## src/placeholder_end.sv

```systemverilog
`timescale 1ns/100ps
`default_nettype none
`default_nettype wire

```

## src/charger_pin_pkg.sv

```systemverilog
// Purpose: Shared constants for the charger pin control logic
// Assumes: 200 MHz logic clock, AXI4-Lite register access
// Notes:   Byte addresses, field positions, reset values and timing counts
package charger_pin_pkg;
  // ==========================================================
  // Clock and timing
  localparam int unsigned CLK_MHZ = 200;
  localparam int unsigned DEGLITCH_MS = 50;
  localparam int unsigned DEGLITCH_CYCLES_DEF = DEGLITCH_MS * CLK_MHZ * 1000;
  localparam int unsigned IRQ_PULSE_NS = 1000;
  localparam int unsigned IRQ_PULSE_CYCLES = (IRQ_PULSE_NS * CLK_MHZ + 999) / 1000;
  // ==========================================================
  // Current limit conversion: pin mV minus offset, times 25 over sense mOhm
  localparam logic [11:0] ILIM_OFFSET_MV = 12'h3e8;
  localparam int unsigned ILIM_GAIN = 40;
  // ==========================================================
  // Register byte addresses
  localparam logic [7:0] ADDR_CTRL = 8'h00;
  localparam logic [7:0] ADDR_HOST_LIMIT = 8'h04;
  localparam logic [7:0] ADDR_STATUS = 8'h08;
  localparam logic [7:0] ADDR_ACTIVE_LIMIT = 8'h0c;
  localparam logic [7:0] ADDR_IRQ_STATUS = 8'h10;
  localparam logic [7:0] ADDR_IRQ_MASK = 8'h14;
  // ==========================================================
  // Control fields
  localparam int CTRL_PG_IRQ_EN = 0;
  localparam int CTRL_REV_SEL = 1;
  localparam int CTRL_OTG_EN = 2;
  localparam int CTRL_FRS_EN = 3;
  localparam int CTRL_EXT_EN = 4;
  localparam int CTRL_SENSE_5M = 5;
  localparam int CTRL_W = 6;
  localparam logic [5:0] CTRL_RST = 6'h00;
  localparam logic [15:0] HOST_LIMIT_RST = 16'h0c80;
  // ==========================================================
  // Interrupt status bits
  localparam int IRQ_PG_CHANGE = 0;
  localparam int IRQ_CHG_STAT = 1;
  localparam int IRQ_HIZ_CHANGE = 2;
  localparam int IRQ_MODE_CHANGE = 3;
  localparam int IRQ_W = 4;
  // ==========================================================
  // Synchronised comparator vector positions
  localparam int SY_START = 0;
  localparam int SY_UV = 1;
  localparam int SY_OVF = 2;
  localparam int SY_OVR = 3;
  localparam int SY_FAULT = 4;
  localparam int SY_ENZ = 5;
  localparam int SY_HIZ_IN = 6;
  localparam int SY_HIZ_OUT = 7;
  localparam int SY_REV = 8;
  localparam int SY_W = 9;
  localparam logic [1:0] RESP_OKAY = 2'h0;
  localparam logic [1:0] RESP_SLVERR = 2'h2;
endpackage : charger_pin_pkg

```

## src/charger_pin_ctrl.sv

```systemverilog
// Purpose: Power-good pin, reverse-mode decode and current-limit pin logic
// Assumes: Comparators are async levels; pin code in mV is on mclk_i
// Notes:   Registers over AXI4-Lite; one level interrupt output
// Function
// - Power good goes high after supply in window for 50 ms deglitch.
// - Power good drops at once below 3.2 V or above overvoltage rise.
// - Fault conditions force power good output low regardless of qualification.
// - With interrupt enable set, power good pulses on each charge status change.
// - OTG mode when select bit, OTG enable bit and pin are high.
// - Fast role swap when select bit, swap enable bit and pin are high.
// - Select bit low and pin high gives peak-supplement mode.
// - Pin above disable threshold: pin-derived limit ignored whatever enable bit.
// - Below threshold: minimum of pin and host limit if enabled, else host.
// - High impedance entered below 0.4 V, left only above 0.8 V.
// - Pin is sampled continuously; active limit follows it while enabled.
// - Pin limit equals pin voltage minus 1 V over 40 times sense resistance.
//
// The implementer's own choices: the AXI4-Lite register port and the register offsets.
`timescale 1ns/100ps
`default_nettype none
module charger_pin_ctrl
  import charger_pin_pkg::*;
#(
  parameter int unsigned DEGLITCH_CYCLES = DEGLITCH_CYCLES_DEF
) (
  input wire logic mclk_i, // Logic clock, 200 MHz
  input wire logic arst_n_i, // Async reset, active low
  input wire logic supply_above_start_i, // Supply above 3.5 V
  input wire logic supply_below_uv_i, // Supply below 3.2 V
  input wire logic supply_below_ov_fall_i, // Supply below overvoltage fall threshold
  input wire logic supply_above_ov_rise_i, // Supply above overvoltage rise threshold
  input wire logic fault_i, // Fault that forces power good low
  input wire logic ilim_above_disable_i, // Pin above external limit disable threshold
  input wire logic ilim_below_hiz_enter_i, // Pin below 0.4 V
  input wire logic ilim_above_hiz_exit_i, // Pin above 0.8 V
  input wire logic reverse_operation_enable_i, // Reverse-operation enable pin
  input wire logic [11:0] ilim_pin_mv_i, // Sampled pin voltage in mV
  input wire logic charge_status_change_i, // One-cycle charge status change event
  output logic power_good_out_o, // Open-drain data, always low
  output logic power_good_oe_o, // High while the pin is pulled low
  output logic otg_mode_o, // OTG output mode
  output logic role_swap_mode_o, // Fast role swap enabled
  output logic peak_supplement_mode_o, // Peak-supplement mode
  output logic high_impedance_mode_o, // Low-quiescent high impedance mode
  output logic [15:0] input_current_target_o, // Active input limit in mA
  output logic irq_o, // Level interrupt
  input wire logic [7:0] s_axi_awaddr, // AXI write address
  input wire logic s_axi_awvalid, // AXI write address valid
  output logic s_axi_awready, // AXI write address ready
  input wire logic [31:0] s_axi_wdata, // AXI write data
  input wire logic [3:0] s_axi_wstrb, // AXI write strobes
  input wire logic s_axi_wvalid, // AXI write data valid
  output logic s_axi_wready, // AXI write data ready
  output logic [1:0] s_axi_bresp, // AXI write response
  output logic s_axi_bvalid, // AXI write response valid
  input wire logic s_axi_bready, // AXI write response ready
  input wire logic [7:0] s_axi_araddr, // AXI read address
  input wire logic s_axi_arvalid, // AXI read address valid
  output logic s_axi_arready, // AXI read address ready
  output logic [31:0] s_axi_rdata, // AXI read data
  output logic [1:0] s_axi_rresp, // AXI read response
  output logic s_axi_rvalid, // AXI read valid
  input wire logic s_axi_rready // AXI read ready
);
  // ==========================================================
  // State
  typedef struct packed {
    logic [23:0] dgl_cnt;
    logic good;
    logic [7:0] pulse_cnt;
    logic pg_oe;
    logic high_impedance_mode;
    logic otg;
    logic frs;
    logic peak;
    logic ext_act;
    logic [15:0] act_lim;
    logic [CTRL_W-1:0] ctrl;
    logic [15:0] host_lim;
    logic [IRQ_W-1:0] irq_st;
    logic [IRQ_W-1:0] irq_mask;
    logic irq;
    logic aw_have;
    logic w_have;
    logic [7:0] aw_addr;
    logic [31:0] wdata;
    logic [3:0] wstrb;
    logic awready;
    logic wready;
    logic bvalid;
    logic [1:0] bresp;
    logic arready;
    logic rvalid;
    logic [31:0] rdata;
    logic [1:0] rresp;
  } state_t;

  state_t s;
  state_t next_s;
  logic [SY_W-1:0] sy;
  logic qual;
  logic drop;
  logic [15:0] pin_lim;

  // ==========================================================
  // Comparator synchronisers
  charger_pin_sync #(.W(SY_W)) u_sync (
    .mclk_i(mclk_i),
    .arst_n_i(arst_n_i),
    .async_i({reverse_operation_enable_i, ilim_above_hiz_exit_i, ilim_below_hiz_enter_i,
              ilim_above_disable_i, fault_i, supply_above_ov_rise_i,
              supply_below_ov_fall_i, supply_below_uv_i, supply_above_start_i}),
    .sync_o(sy)
  );

  // ==========================================================
  // Helpers
  function automatic logic [15:0] merge16(input logic [15:0] old, input logic [31:0] d,
                                           input logic [3:0] be);
    logic [15:0] r;
    r = old;
    if (be[0]) r[7:0] = d[7:0];
    if (be[1]) r[15:8] = d[15:8];
    return r;
  endfunction : merge16

  function automatic logic known_addr(input logic [7:0] a);
    return a == ADDR_CTRL || a == ADDR_HOST_LIMIT || a == ADDR_STATUS ||
           a == ADDR_ACTIVE_LIMIT || a == ADDR_IRQ_STATUS || a == ADDR_IRQ_MASK;
  endfunction : known_addr

  // Pin mV to mA: 1000 * (V - 1000) / (40 * R), R in mOhm, R = 10 or 5
  always_comb begin
    logic [11:0] diff;
    logic [14:0] times5;
    diff = '0;
    times5 = '0;
    if (ilim_pin_mv_i > ILIM_OFFSET_MV) begin
      diff = ilim_pin_mv_i - ILIM_OFFSET_MV;
    end
    times5 = 15'(diff) * 15'd5;
    if (s.ctrl[CTRL_SENSE_5M]) begin
      pin_lim = 16'(times5);
    end else begin
      pin_lim = 16'(times5 >> 1);
    end
  end

  assign qual = sy[SY_START] & sy[SY_OVF];
  assign drop = sy[SY_UV] | sy[SY_OVR];

  // ==========================================================
  // Next state
  always_comb begin
    logic [IRQ_W-1:0] ev;
    logic [IRQ_W-1:0] clr;
    logic w_fire;
    logic [15:0] lim;
    ev = '0;
    clr = '0;
    w_fire = 1'b0;
    lim = '0;
    next_s = s;
    // Supply qualification and deglitch
    if (drop) begin
      next_s.good = 1'b0;
      next_s.dgl_cnt = '0;
    end else if (!s.good) begin
      if (!qual) begin
        next_s.dgl_cnt = '0;
      end else if (s.dgl_cnt == 24'(DEGLITCH_CYCLES - 1)) begin
        next_s.good = 1'b1;
        next_s.dgl_cnt = '0;
      end else begin
        next_s.dgl_cnt = s.dgl_cnt + 24'h000001;
      end
    end
    // Interrupt pulse on the power good pin
    if (s.pulse_cnt != 8'h00) begin
      next_s.pulse_cnt = s.pulse_cnt - 8'h01;
    end
    if (s.ctrl[CTRL_PG_IRQ_EN] && charge_status_change_i) begin
      next_s.pulse_cnt = 8'(IRQ_PULSE_CYCLES);
    end
    next_s.pg_oe = !next_s.good || sy[SY_FAULT] || next_s.pulse_cnt != 8'h00;
    // Reverse-operation decode
    next_s.otg = s.ctrl[CTRL_REV_SEL] & s.ctrl[CTRL_OTG_EN] & sy[SY_REV];
    next_s.frs = s.ctrl[CTRL_REV_SEL] & s.ctrl[CTRL_FRS_EN] & sy[SY_REV];
    next_s.peak = !s.ctrl[CTRL_REV_SEL] & sy[SY_REV];
    // High impedance hysteresis
    if (sy[SY_HIZ_IN]) begin
      next_s.high_impedance_mode = 1'b1;
    end else if (sy[SY_HIZ_OUT]) begin
      next_s.high_impedance_mode = 1'b0;
    end
    // Input current limit selection, updated every cycle
    next_s.ext_act = !sy[SY_ENZ] & s.ctrl[CTRL_EXT_EN];
    lim = (pin_lim < s.host_lim) ? pin_lim : s.host_lim;
    next_s.act_lim = next_s.ext_act ? lim : s.host_lim;
    // Events
    ev[IRQ_PG_CHANGE] = next_s.good != s.good;
    ev[IRQ_CHG_STAT] = charge_status_change_i;
    ev[IRQ_HIZ_CHANGE] = next_s.high_impedance_mode != s.high_impedance_mode;
    ev[IRQ_MODE_CHANGE] = {next_s.otg, next_s.frs, next_s.peak} != {s.otg, s.frs, s.peak};
    // AXI write channel
    if (s_axi_awvalid && s.awready) begin
      next_s.aw_have = 1'b1;
      next_s.aw_addr = s_axi_awaddr;
    end
    if (s_axi_wvalid && s.wready) begin
      next_s.w_have = 1'b1;
      next_s.wdata = s_axi_wdata;
      next_s.wstrb = s_axi_wstrb;
    end
    if (s.aw_have && s.w_have && !s.bvalid) begin
      w_fire = 1'b1;
      next_s.aw_have = 1'b0;
      next_s.w_have = 1'b0;
      next_s.bvalid = 1'b1;
      next_s.bresp = known_addr(s.aw_addr) ? RESP_OKAY : RESP_SLVERR;
      if (s.aw_addr == ADDR_CTRL) begin
        next_s.ctrl = CTRL_W'(merge16(16'(s.ctrl), s.wdata, s.wstrb));
      end else if (s.aw_addr == ADDR_HOST_LIMIT) begin
        next_s.host_lim = merge16(s.host_lim, s.wdata, s.wstrb);
      end else if (s.aw_addr == ADDR_IRQ_STATUS && s.wstrb[0]) begin
        clr = s.wdata[IRQ_W-1:0];
      end else if (s.aw_addr == ADDR_IRQ_MASK && s.wstrb[0]) begin
        next_s.irq_mask = s.wdata[IRQ_W-1:0];
      end
    end else if (s.bvalid && s_axi_bready) begin
      next_s.bvalid = 1'b0;
    end
    next_s.awready = !next_s.aw_have && !next_s.bvalid && !w_fire;
    next_s.wready = !next_s.w_have && !next_s.bvalid && !w_fire;
    // Set wins over a simultaneous clear
    next_s.irq_st = (s.irq_st & ~clr) | ev;
    next_s.irq = |(next_s.irq_st & next_s.irq_mask);
    // AXI read channel
    if (s_axi_arvalid && s.arready) begin
      next_s.arready = 1'b0;
      next_s.rvalid = 1'b1;
      next_s.rresp = RESP_OKAY;
      next_s.rdata = '0;
      if (s_axi_araddr == ADDR_CTRL) begin
        next_s.rdata = 32'(s.ctrl);
      end else if (s_axi_araddr == ADDR_HOST_LIMIT) begin
        next_s.rdata = 32'(s.host_lim);
      end else if (s_axi_araddr == ADDR_STATUS) begin
        next_s.rdata = 32'({s.ext_act, s.high_impedance_mode, s.peak, s.frs, s.otg, s.pg_oe, s.good});
      end else if (s_axi_araddr == ADDR_ACTIVE_LIMIT) begin
        next_s.rdata = 32'(s.act_lim);
      end else if (s_axi_araddr == ADDR_IRQ_STATUS) begin
        next_s.rdata = 32'(s.irq_st);
      end else if (s_axi_araddr == ADDR_IRQ_MASK) begin
        next_s.rdata = 32'(s.irq_mask);
      end else begin
        next_s.rresp = RESP_SLVERR;
      end
    end else if (s.rvalid && s_axi_rready) begin
      next_s.rvalid = 1'b0;
      next_s.arready = 1'b1;
    end
  end

  // ==========================================================
  // Registers
  always_ff @(posedge mclk_i or negedge arst_n_i) begin
    if (!arst_n_i) begin
      s <= '0;
      s.pg_oe <= 1'b1;
      s.ctrl <= CTRL_RST;
      s.host_lim <= HOST_LIMIT_RST;
      s.act_lim <= HOST_LIMIT_RST;
      s.awready <= 1'b1;
      s.wready <= 1'b1;
      s.arready <= 1'b1;
    end else begin
      s <= next_s;
    end
  end

  assign power_good_out_o = 1'b0;
  assign power_good_oe_o = s.pg_oe;
  assign otg_mode_o = s.otg;
  assign role_swap_mode_o = s.frs;
  assign peak_supplement_mode_o = s.peak;
  assign high_impedance_mode_o = s.high_impedance_mode;
  assign input_current_target_o = s.act_lim;
  assign irq_o = s.irq;
  assign s_axi_awready = s.awready;
  assign s_axi_wready = s.wready;
  assign s_axi_bvalid = s.bvalid;
  assign s_axi_bresp = s.bresp;
  assign s_axi_arready = s.arready;
  assign s_axi_rvalid = s.rvalid;
  assign s_axi_rdata = s.rdata;
  assign s_axi_rresp = s.rresp;
endmodule : charger_pin_ctrl
`default_nettype wire

```

## src/charger_pin_sync.sv

```systemverilog
// Purpose: Two-stage synchroniser for asynchronous comparator levels
// Assumes: Inputs are slow levels
// Notes:   First stage feeds only the second stage
`timescale 1ns/100ps
`default_nettype none
module charger_pin_sync #(
  parameter int W = 1
) (
  input wire logic mclk_i, // Logic clock
  input wire logic arst_n_i, // Async reset, active low
  input wire logic [W-1:0] async_i, // Asynchronous levels
  output logic [W-1:0] sync_o // Synchronised levels
);
  logic [W-1:0] stage1;

  genvar g;
  for (g = 0; g < W; g++) begin : g_bit
    always_ff @(posedge mclk_i or negedge arst_n_i) begin
      if (!arst_n_i) begin
        stage1[g] <= 1'b0;
        sync_o[g] <= 1'b0;
      end else begin
        stage1[g] <= async_i[g];
        sync_o[g] <= stage1[g];
      end
    end
  end
endmodule : charger_pin_sync
`default_nettype wire

```

## config.mk

```make
export PLATFORM = sky130hd
export DESIGN_NAME = charger_pin_ctrl
export DESIGN_NICKNAME = d
export VERILOG_FILES = /design/src/placeholder_end.sv /design/src/charger_pin_pkg.sv /design/src/charger_pin_ctrl.sv /design/src/charger_pin_sync.sv
export SDC_FILE = /design/constraint.sdc
export NUM_CORES = 1
export LEC_CHECK = 0
export ABC_CLOCK_PERIOD_IN_PS = 4200
export BUFFER_PORTS_ARGS = -buffer_cell sky130_fd_sc_hd__buf_2
export CORE_ASPECT_RATIO = 1.1
export CORE_MARGIN = 2
export CORE_UTILIZATION = 42
export DETAILED_ROUTE_END_ITERATION = 10
export SKIP_LAST_GASP = 1
export SYNTH_ARGS = -nofsm -noshare
export SYNTH_HDL_FRONTEND = slang
export SYNTH_SLANG_ARGS = --single-unit
```

## constraint.sdc

```tcl
create_clock -name mclk_i -period 4.2 [get_ports mclk_i]
set_input_delay 1.05 -clock mclk_i [delete_from_list [all_inputs] [get_ports mclk_i]]
set_output_delay 1.05 -clock mclk_i [all_outputs]
set_load 0.02 [all_outputs]
```

# --- Word level (Yosys, flattened, before mapping) ---
# Index checks and enable logic that the tools add are counted.
totals:
  n_memories: 0
  romBits: 0
  latchBits: 0
  elab_cells: 163
  regBits: 173
  input_bits: 81
  mem_bits_rw: 0
op_classes:
  n_mux: 44
  n_shift: 0
  magnitude_cmp: 2
  n_bitwise: 13
  multipliers: 1
  div: 0
  eq_ne: 15
  n_reduce_logical: 38
  n_addsub: 3
ops:
  columns: ["operator", "count"]
  rows:
  - ["16-bit 2-to-1 mux", 6]
  - ["25-bit 2-to-1 mux", 2]
  - ["24-bit 2-to-1 mux", 2]
  - ["4-bit 2-to-1 mux", 11]
  - ["8-bit by 4-bit equality test with 1-bit output, second input constant", 4]
  - ["8-bit by 5-bit equality test with 1-bit output, second input constant", 4]
  - ["24-bit by 1-bit adder with 24-bit output, second input constant", 1]
  - ["24-bit equality test, second input constant", 1]
  - ["2-bit 2-to-1 mux", 10]
  - ["8-bit by 3-bit equality test with 1-bit output, second input constant", 2]
  - ["8-bit zero test", 2]
  - ["16-bit less-than comparator", 1]
  - ["8-bit 2-to-1 mux", 2]
  - ["8-bit nonzero test", 2]
  - ["12-bit by 3-bit multiplier with 15-bit output, second input constant", 1]
  - ["15-bit 2-to-1 mux", 1]
  - ["1-bit logical AND", 14]
  - ["12-bit by 10-bit > comparator with 1-bit output, second input constant", 1]
  - ["12-bit 2-to-1 mux", 1]
  - ["12-bit by 10-bit subtractor with 12-bit output, second input constant", 1]
  - ["1-bit 2-to-1 mux", 9]
  - ["4-bit bitwise AND", 2]
  - ["1-bit zero test", 8]
  - ["4-bit AND reduction", 2]
  - ["other kinds (13)", 26]

# --- Longest topological paths before layout ---
depth:
  depth_word: 11
  mapped_depth: 22
  depth_no_buf: 19

# --- Modules after synthesis ---
# From an unflattened synthesis, not the netlist that was laid out.
hier_totals:
  cells_unflattened: 810
  area_unflattened_um2: 8361.8
modules_own_cells:
  columns: ["mod", "area_per_inst_um2", "seq_area_each_um2", "instances", "cells_each"]
  rows:
  - ["charger_pin_ctrl", 7911.3, 3440.8, 1, 792]
  - ["charger_pin_sync", 450.4, 450.4, 1, 18]

# --- Worst setup path after synthesis ---
# Ideal clock, no wire load.
synth_timing:
  path_kind: "input-to-reg"
  start: "input port ilim_pin_mv_i[3]"
  end: "register s, in the netlist input_current_target_o[12]"
  required_ps: 4075
  setup_time_ps: 125
  stages: 22
  n_path_buf: 4
  t_arrival_ps: 5467
  setup_slack_ps: -1391
  cell_sequence: "clkbuf_1 > o31a_1 > o211ai_2 > and2_1 > buf_6 > clkbuf_1 > nor2_1 > ha_1 > ha_1 > or3_1 > a221oi_1 > o31ai_1 > xnor2_1 > o22ai_1 > ha_1 > nand4b_1 > nor3_1 > o211ai_1 > a41oi_4 > nor4_4 > buf_6 > mux2_2"
synth_rtl:
  columns: ["element", "line", "rtl"]
  rows:
  - ["start, declared", "charger_pin_ctrl.sv:37", "input wire logic [11:0] ilim_pin_mv_i,"]
  - ["end signal, assigned", "charger_pin_ctrl.sv:278", "s <= next_s;"]
  - ["end, declared", "charger_pin_ctrl.sv:98", "state_t s;"]

==> summary.txt <==
Cells after Synth -> 810
initial antenna violation count -> 0
synthesis-to-finish area growth -> 22.5%
number of global-route vias before repair -> 6055
global route overflow -> 0
initial standard-cell utilization of the core -> 42.5%
Filler Cells Inserted -> 1763
Hold Vio Cnt, Final -> 0
part of the Yosys area used for sequential elements -> 46.5%
number of instances in the placed design -> 1169
Crit path max-delay family -> compound AO/OA/AOI/OAI gates
Clk Tree Root Cell -> sky130_fd_sc_hd__clkbuf_16
pin count of the biggest net entering global routing -> 66
net switching power -> 0.00150 W
DIE AREA -> 21100 sq um
Inserted Diodes -> 0
DRC violation total after the first TritonRoute iteration -> 377
wire length reported by the detailed router -> 18800 um
# nets final -> 1058
# rows -> 54
via count normalized by instance count -> 5.13
drt wl/cell -> 15.6 um
Chip Height -> 152 um
Internal Pwr Total -> 0.00330 W
core box area -> 19700 sq um
detailed placement HPWL -> 14000 um
Slowest Stage Delay on Critical Path -> 0.37 ns
Setup Skew -> 0.00831 ns
maximum clock frequency -> 209 MHz
type of element launching the critical path -> primary input
Final ANT Viol Nets -> 0
non-filler instance count after layout -> 1207
Worst slew margin -> 32.5%
post-detailed-placement cell area -> 9480 sq um
fraction of power consumed by the clock network -> 31.6%
arrival time worst endpoint -> 5.07 ns
share of final-layout standard cells stronger than drive strength 1 -> 33.9%
final worst path period share -> 114%
final core utilization -> 52.1%
number of warning messages in the yosys log -> 0
Static Leakage -> 4.66 nW
worst setup path category -> primary input to flip-flop
number of H-tree levels -> 4
fraction of registers with async set/reset -> 100%
failing checks -> negative setup slack
register share of total power -> 41.7%
latest clock arrival within the worst-skew pair -> 0.42 ns
run status -> complete, but fails checks
library cell occupying the most area in the post-synthesis netlist -> sky130_fd_sc_hd__dfrtp_1
wire length of the first global-routing pass -> 31500 um
number of top-level design ports -> 145
Design Area, Final -> 10200 sq um
Longest Clk Path Bufs -> 2
final-report setup violation count -> 16
Setup WS post-layout -> -0.576 ns
power density cells -> 469 nW/um^2
Die X -> 139 um
peak supply drop -> 0.316 mV
number of detailed-route iterations in the first pass -> 5
Max stage delay cell, worst path -> sky130_fd_sc_hd__a221oi_4
number of enable-type register cells in the synthesized netlist -> 0
shortest period the worst path allows -> 4.78 ns
weighted congestion at the end of routability-driven global placement -> 0.806
summed instance area of the synthesized netlist -> 8360 sq um
RSZ-0062 raised after global routing -> yes
worst slack at placement -> -1.28 ns
Area contributors post-synth -> sky130_fd_sc_hd__dfrtp_1 (43%), sky130_fd_sc_hd__mux2_2 (8.2%), sky130_fd_sc_hd__ha_1 (5.1%)
CTS hold repair buffers -> 0
Worst Setup End Kind -> flip-flop
Port Buffers -> 107
Comb pwr share -> 26.7%
Buf/Inv on CP -> 3
fraction of synthesized cell area taken by the top area cell type -> 43.4%
worst-path cell chain -> buf_6 -> o31a_1 -> o211ai_2 -> and2_4 -> buf_12 -> nor2_4 -> ha_4 -> ha_4 -> a21o_4 -> a221oi_4 -> o31ai_4 -> xnor2_1 -> o22ai_2 -> ha_1 -> nand4b_1 -> nor3_2 -> o211ai_1 -> a41oi_4 -> nor4_4 -> buf_6 -> mux2_4
most common flop cell mapped by yosys -> sky130_fd_sc_hd__dfrtp_1
switching power share of the total -> 31.3%
Max Fanout on Critical Path -> 9
TritonCTS clock tree -> yes
Overall Global Routing Usage -> 18.5%
flip-flop and latch count after synthesis -> 155
per-instance average area after synthesis -> 10.3 sq um
clock slew at reported path FFs -> 0.06 ns
clock sinks -> 155
slew at the pin closest to its max-slew limit -> 1.01 ns
synth unique cells -> 60
number of remaining DRC errors -> 0
clock buffers created by TritonCTS -> 17
total via count after detailed routing -> 6192
count of final max-slew check failures -> 0
number of maximum-capacitance constraint violations -> 0
Data required, critical path -> 4.50 ns
path type of the worst min-delay path -> flip-flop to flip-flop
==> cell type report <==
cell class / count / area [sq um] / area share [%]
Inverter: 33 / 124 / 1.21
Clock inverter: 13 / 143 / 1.39
Timing Repair Buffer: 173 / 1090 / 10.7
Sequential cell: 155 / 3890 / 38.0
Multi-Input combinational cell: 562 / 4240 / 41.3
Clock buffer: 19 / 443 / 4.32
Tap cell: 252 / 315 / 3.08
==> metrics by stage <==
step	TNS (ns)	total power [W]	hold slack, ns
after floorplan	-13.97	0.00287	0.331
after global placement	-18.48	0.00323	0.332
after detailed placement	-19.86	0.00326	0.335
after CTS	-8.20	0.00485	0.347
after global routing	-11.34	0.00511	0.353
final	-8.85	0.00481	0.343
==> sequential cells by signal, indices dropped and copies added (netlist names), 9 cells and up <==
signal / cells
s: 92
u_sync.stage1: 9
input_current_target_o: 16
u_sync.sync_o: 9
s_axi_rdata: 16
==> final timing paths <==
| check | end | slack, ns | start | cells after the start |
|---|---|---|---|---|
| max | input_current_target_o[12]$_DFF_PN0_ | -0.58 | ilim_pin_mv_i[0] | 21 |
| min | u_sync.sync_o[0]$_DFF_PN0_ | 0.34 | u_sync.stage1[0]$_DFF_PN0_ | 0 |
| max reg2reg | input_current_target_o[12]$_DFF_PN0_ | 0.89 | s[117]$_DFFE_PN0P_ | 11 |
| min reg2reg | u_sync.sync_o[0]$_DFF_PN0_ | 0.34 | u_sync.stage1[0]$_DFF_PN0_ | 0 |
| max in group asynchronous | power_good_oe_o$_DFF_PN1_ | 2.68 | arst_n_i | 2 |
| min in group asynchronous | s[85]$_DFF_PN0_ | 0.58 | arst_n_i | 1 |
==> power by group through the flow <==
stage | Clock, W | Sequential, W | Combinational (W)
2_1_floorplan | 0 | 0.00197 | 0.000905
3_3_place_gp | 0 | 0.00202 | 0.00121
3_5_place_dp | 0 | 0.00202 | 0.00124
4_1_cts | 0.00156 | 0.00200 | 0.00129
5_1_grt | 0.00163 | 0.00204 | 0.00143
6_report | 0.00152 | 0.00200 | 0.00128
==> per-layer routing <==
layer | global-route usage (%) | vias to the layer above | routed length [um]
met1 | 26.7 | 2980 | 9090
met4 | 4.23 | 0 | 140
li1 | - | 3058 | -
met3 | 3.88 | 6 | 828
met2 | 28.7 | 148 | 8750
met5 | 0 | - | 0
==> cell usage in the layout, fill, tap and decap left out, types with 8 or more instances in the layout <==
| cell type | Yosys | final |
|---|---|---|
| sky130_fd_sc_hd__nand3_1 | 13 | 13 |
| sky130_fd_sc_hd__clkbuf_16 | 0 | 17 |
| sky130_fd_sc_hd__buf_4 | 53 | 61 |
| sky130_fd_sc_hd__o21ai_0 | 50 | 46 |
| sky130_fd_sc_hd__nand2_1 | 84 | 84 |
| sky130_fd_sc_hd__mux2_4 | 0 | 12 |
| sky130_fd_sc_hd__xnor2_1 | 15 | 15 |
| sky130_fd_sc_hd__dfstp_2 | 10 | 10 |
| sky130_fd_sc_hd__mux2i_1 | 9 | 9 |
| sky130_fd_sc_hd__nor3_1 | 17 | 14 |
| sky130_fd_sc_hd__ha_4 | 0 | 9 |
| sky130_fd_sc_hd__conb_1 | 1 | 19 |
| sky130_fd_sc_hd__nor2_1 | 57 | 51 |
| sky130_fd_sc_hd__mux2_2 | 61 | 49 |
| sky130_fd_sc_hd__a21o_1 | 11 | 10 |
| sky130_fd_sc_hd__ha_1 | 34 | 23 |
| sky130_fd_sc_hd__a21oi_1 | 24 | 23 |
| sky130_fd_sc_hd__nor2b_1 | 10 | 10 |
| sky130_fd_sc_hd__buf_2 | 2 | 104 |
| sky130_fd_sc_hd__inv_1 | 33 | 33 |
| sky130_fd_sc_hd__nand2b_1 | 8 | 8 |
| sky130_fd_sc_hd__dfrtp_1 | 145 | 145 |
| sky130_fd_sc_hd__nand4_1 | 14 | 14 |
| sky130_fd_sc_hd__a22oi_1 | 9 | 9 |
| sky130_fd_sc_hd__xor2_1 | 22 | 22 |
==> logic make-up after synthesis <==
family	Yosys count	synth area share (%)
adder cells (fa/ha/maj)	35	5.33
other	1	0.0448
buffers and inverters	111	7.57
multiplexers	72	9.83
flip-flops	155	46.5
XOR/XNOR	37	3.88
AO/OA/AOI/OAI	144	11.4
AND/OR/NAND/NOR	255	15.4
==> worst register-to-register path, cell delays in order, from the launching register on <==
cell and delay, ns:
sky130_fd_sc_hd__dfrtp_1 0.69, sky130_fd_sc_hd__inv_1 0.36, sky130_fd_sc_hd__o21ai_0 0.37, sky130_fd_sc_hd__ha_1 0.32, sky130_fd_sc_hd__a21o_1 0.17, sky130_fd_sc_hd__a21o_1 0.17, sky130_fd_sc_hd__a21oi_1 0.15, sky130_fd_sc_hd__nor3_1 0.06
sky130_fd_sc_hd__buf_4 0.14, sky130_fd_sc_hd__nor4_4 0.27, sky130_fd_sc_hd__buf_6 0.20, sky130_fd_sc_hd__mux2_4 0.31
==> Yosys cell counts, types with 7 or more instances <==
cell                       number
sky130_fd_sc_hd__nand4_1       14
sky130_fd_sc_hd__a21oi_1       24
sky130_fd_sc_hd__mux2i_1        9
sky130_fd_sc_hd__a22oi_1        9
sky130_fd_sc_hd__nand2_1       84
sky130_fd_sc_hd__o21ai_0       50
sky130_fd_sc_hd__inv_1         33
sky130_fd_sc_hd__buf_4         53
sky130_fd_sc_hd__dfstp_2       10
sky130_fd_sc_hd__dfrtp_1      145
sky130_fd_sc_hd__nor3_1        17
sky130_fd_sc_hd__a21o_1        11
sky130_fd_sc_hd__nor2_1        57
sky130_fd_sc_hd__clkbuf_1      18
sky130_fd_sc_hd__mux2_2        61
sky130_fd_sc_hd__nor2b_1       10
sky130_fd_sc_hd__a221oi_1       7
sky130_fd_sc_hd__nand3_1       13
sky130_fd_sc_hd__nand2b_1       8
sky130_fd_sc_hd__xnor2_1       15
sky130_fd_sc_hd__ha_1          34
sky130_fd_sc_hd__xor2_1        22
==> timing repair <==
item,CTS,global route
setup buffers,6,0
cloned,0,0
resized for setup,27,4
pin swaps,19,1
setup endpoints to repair,16,16
(Power assumes the default switching activity.)
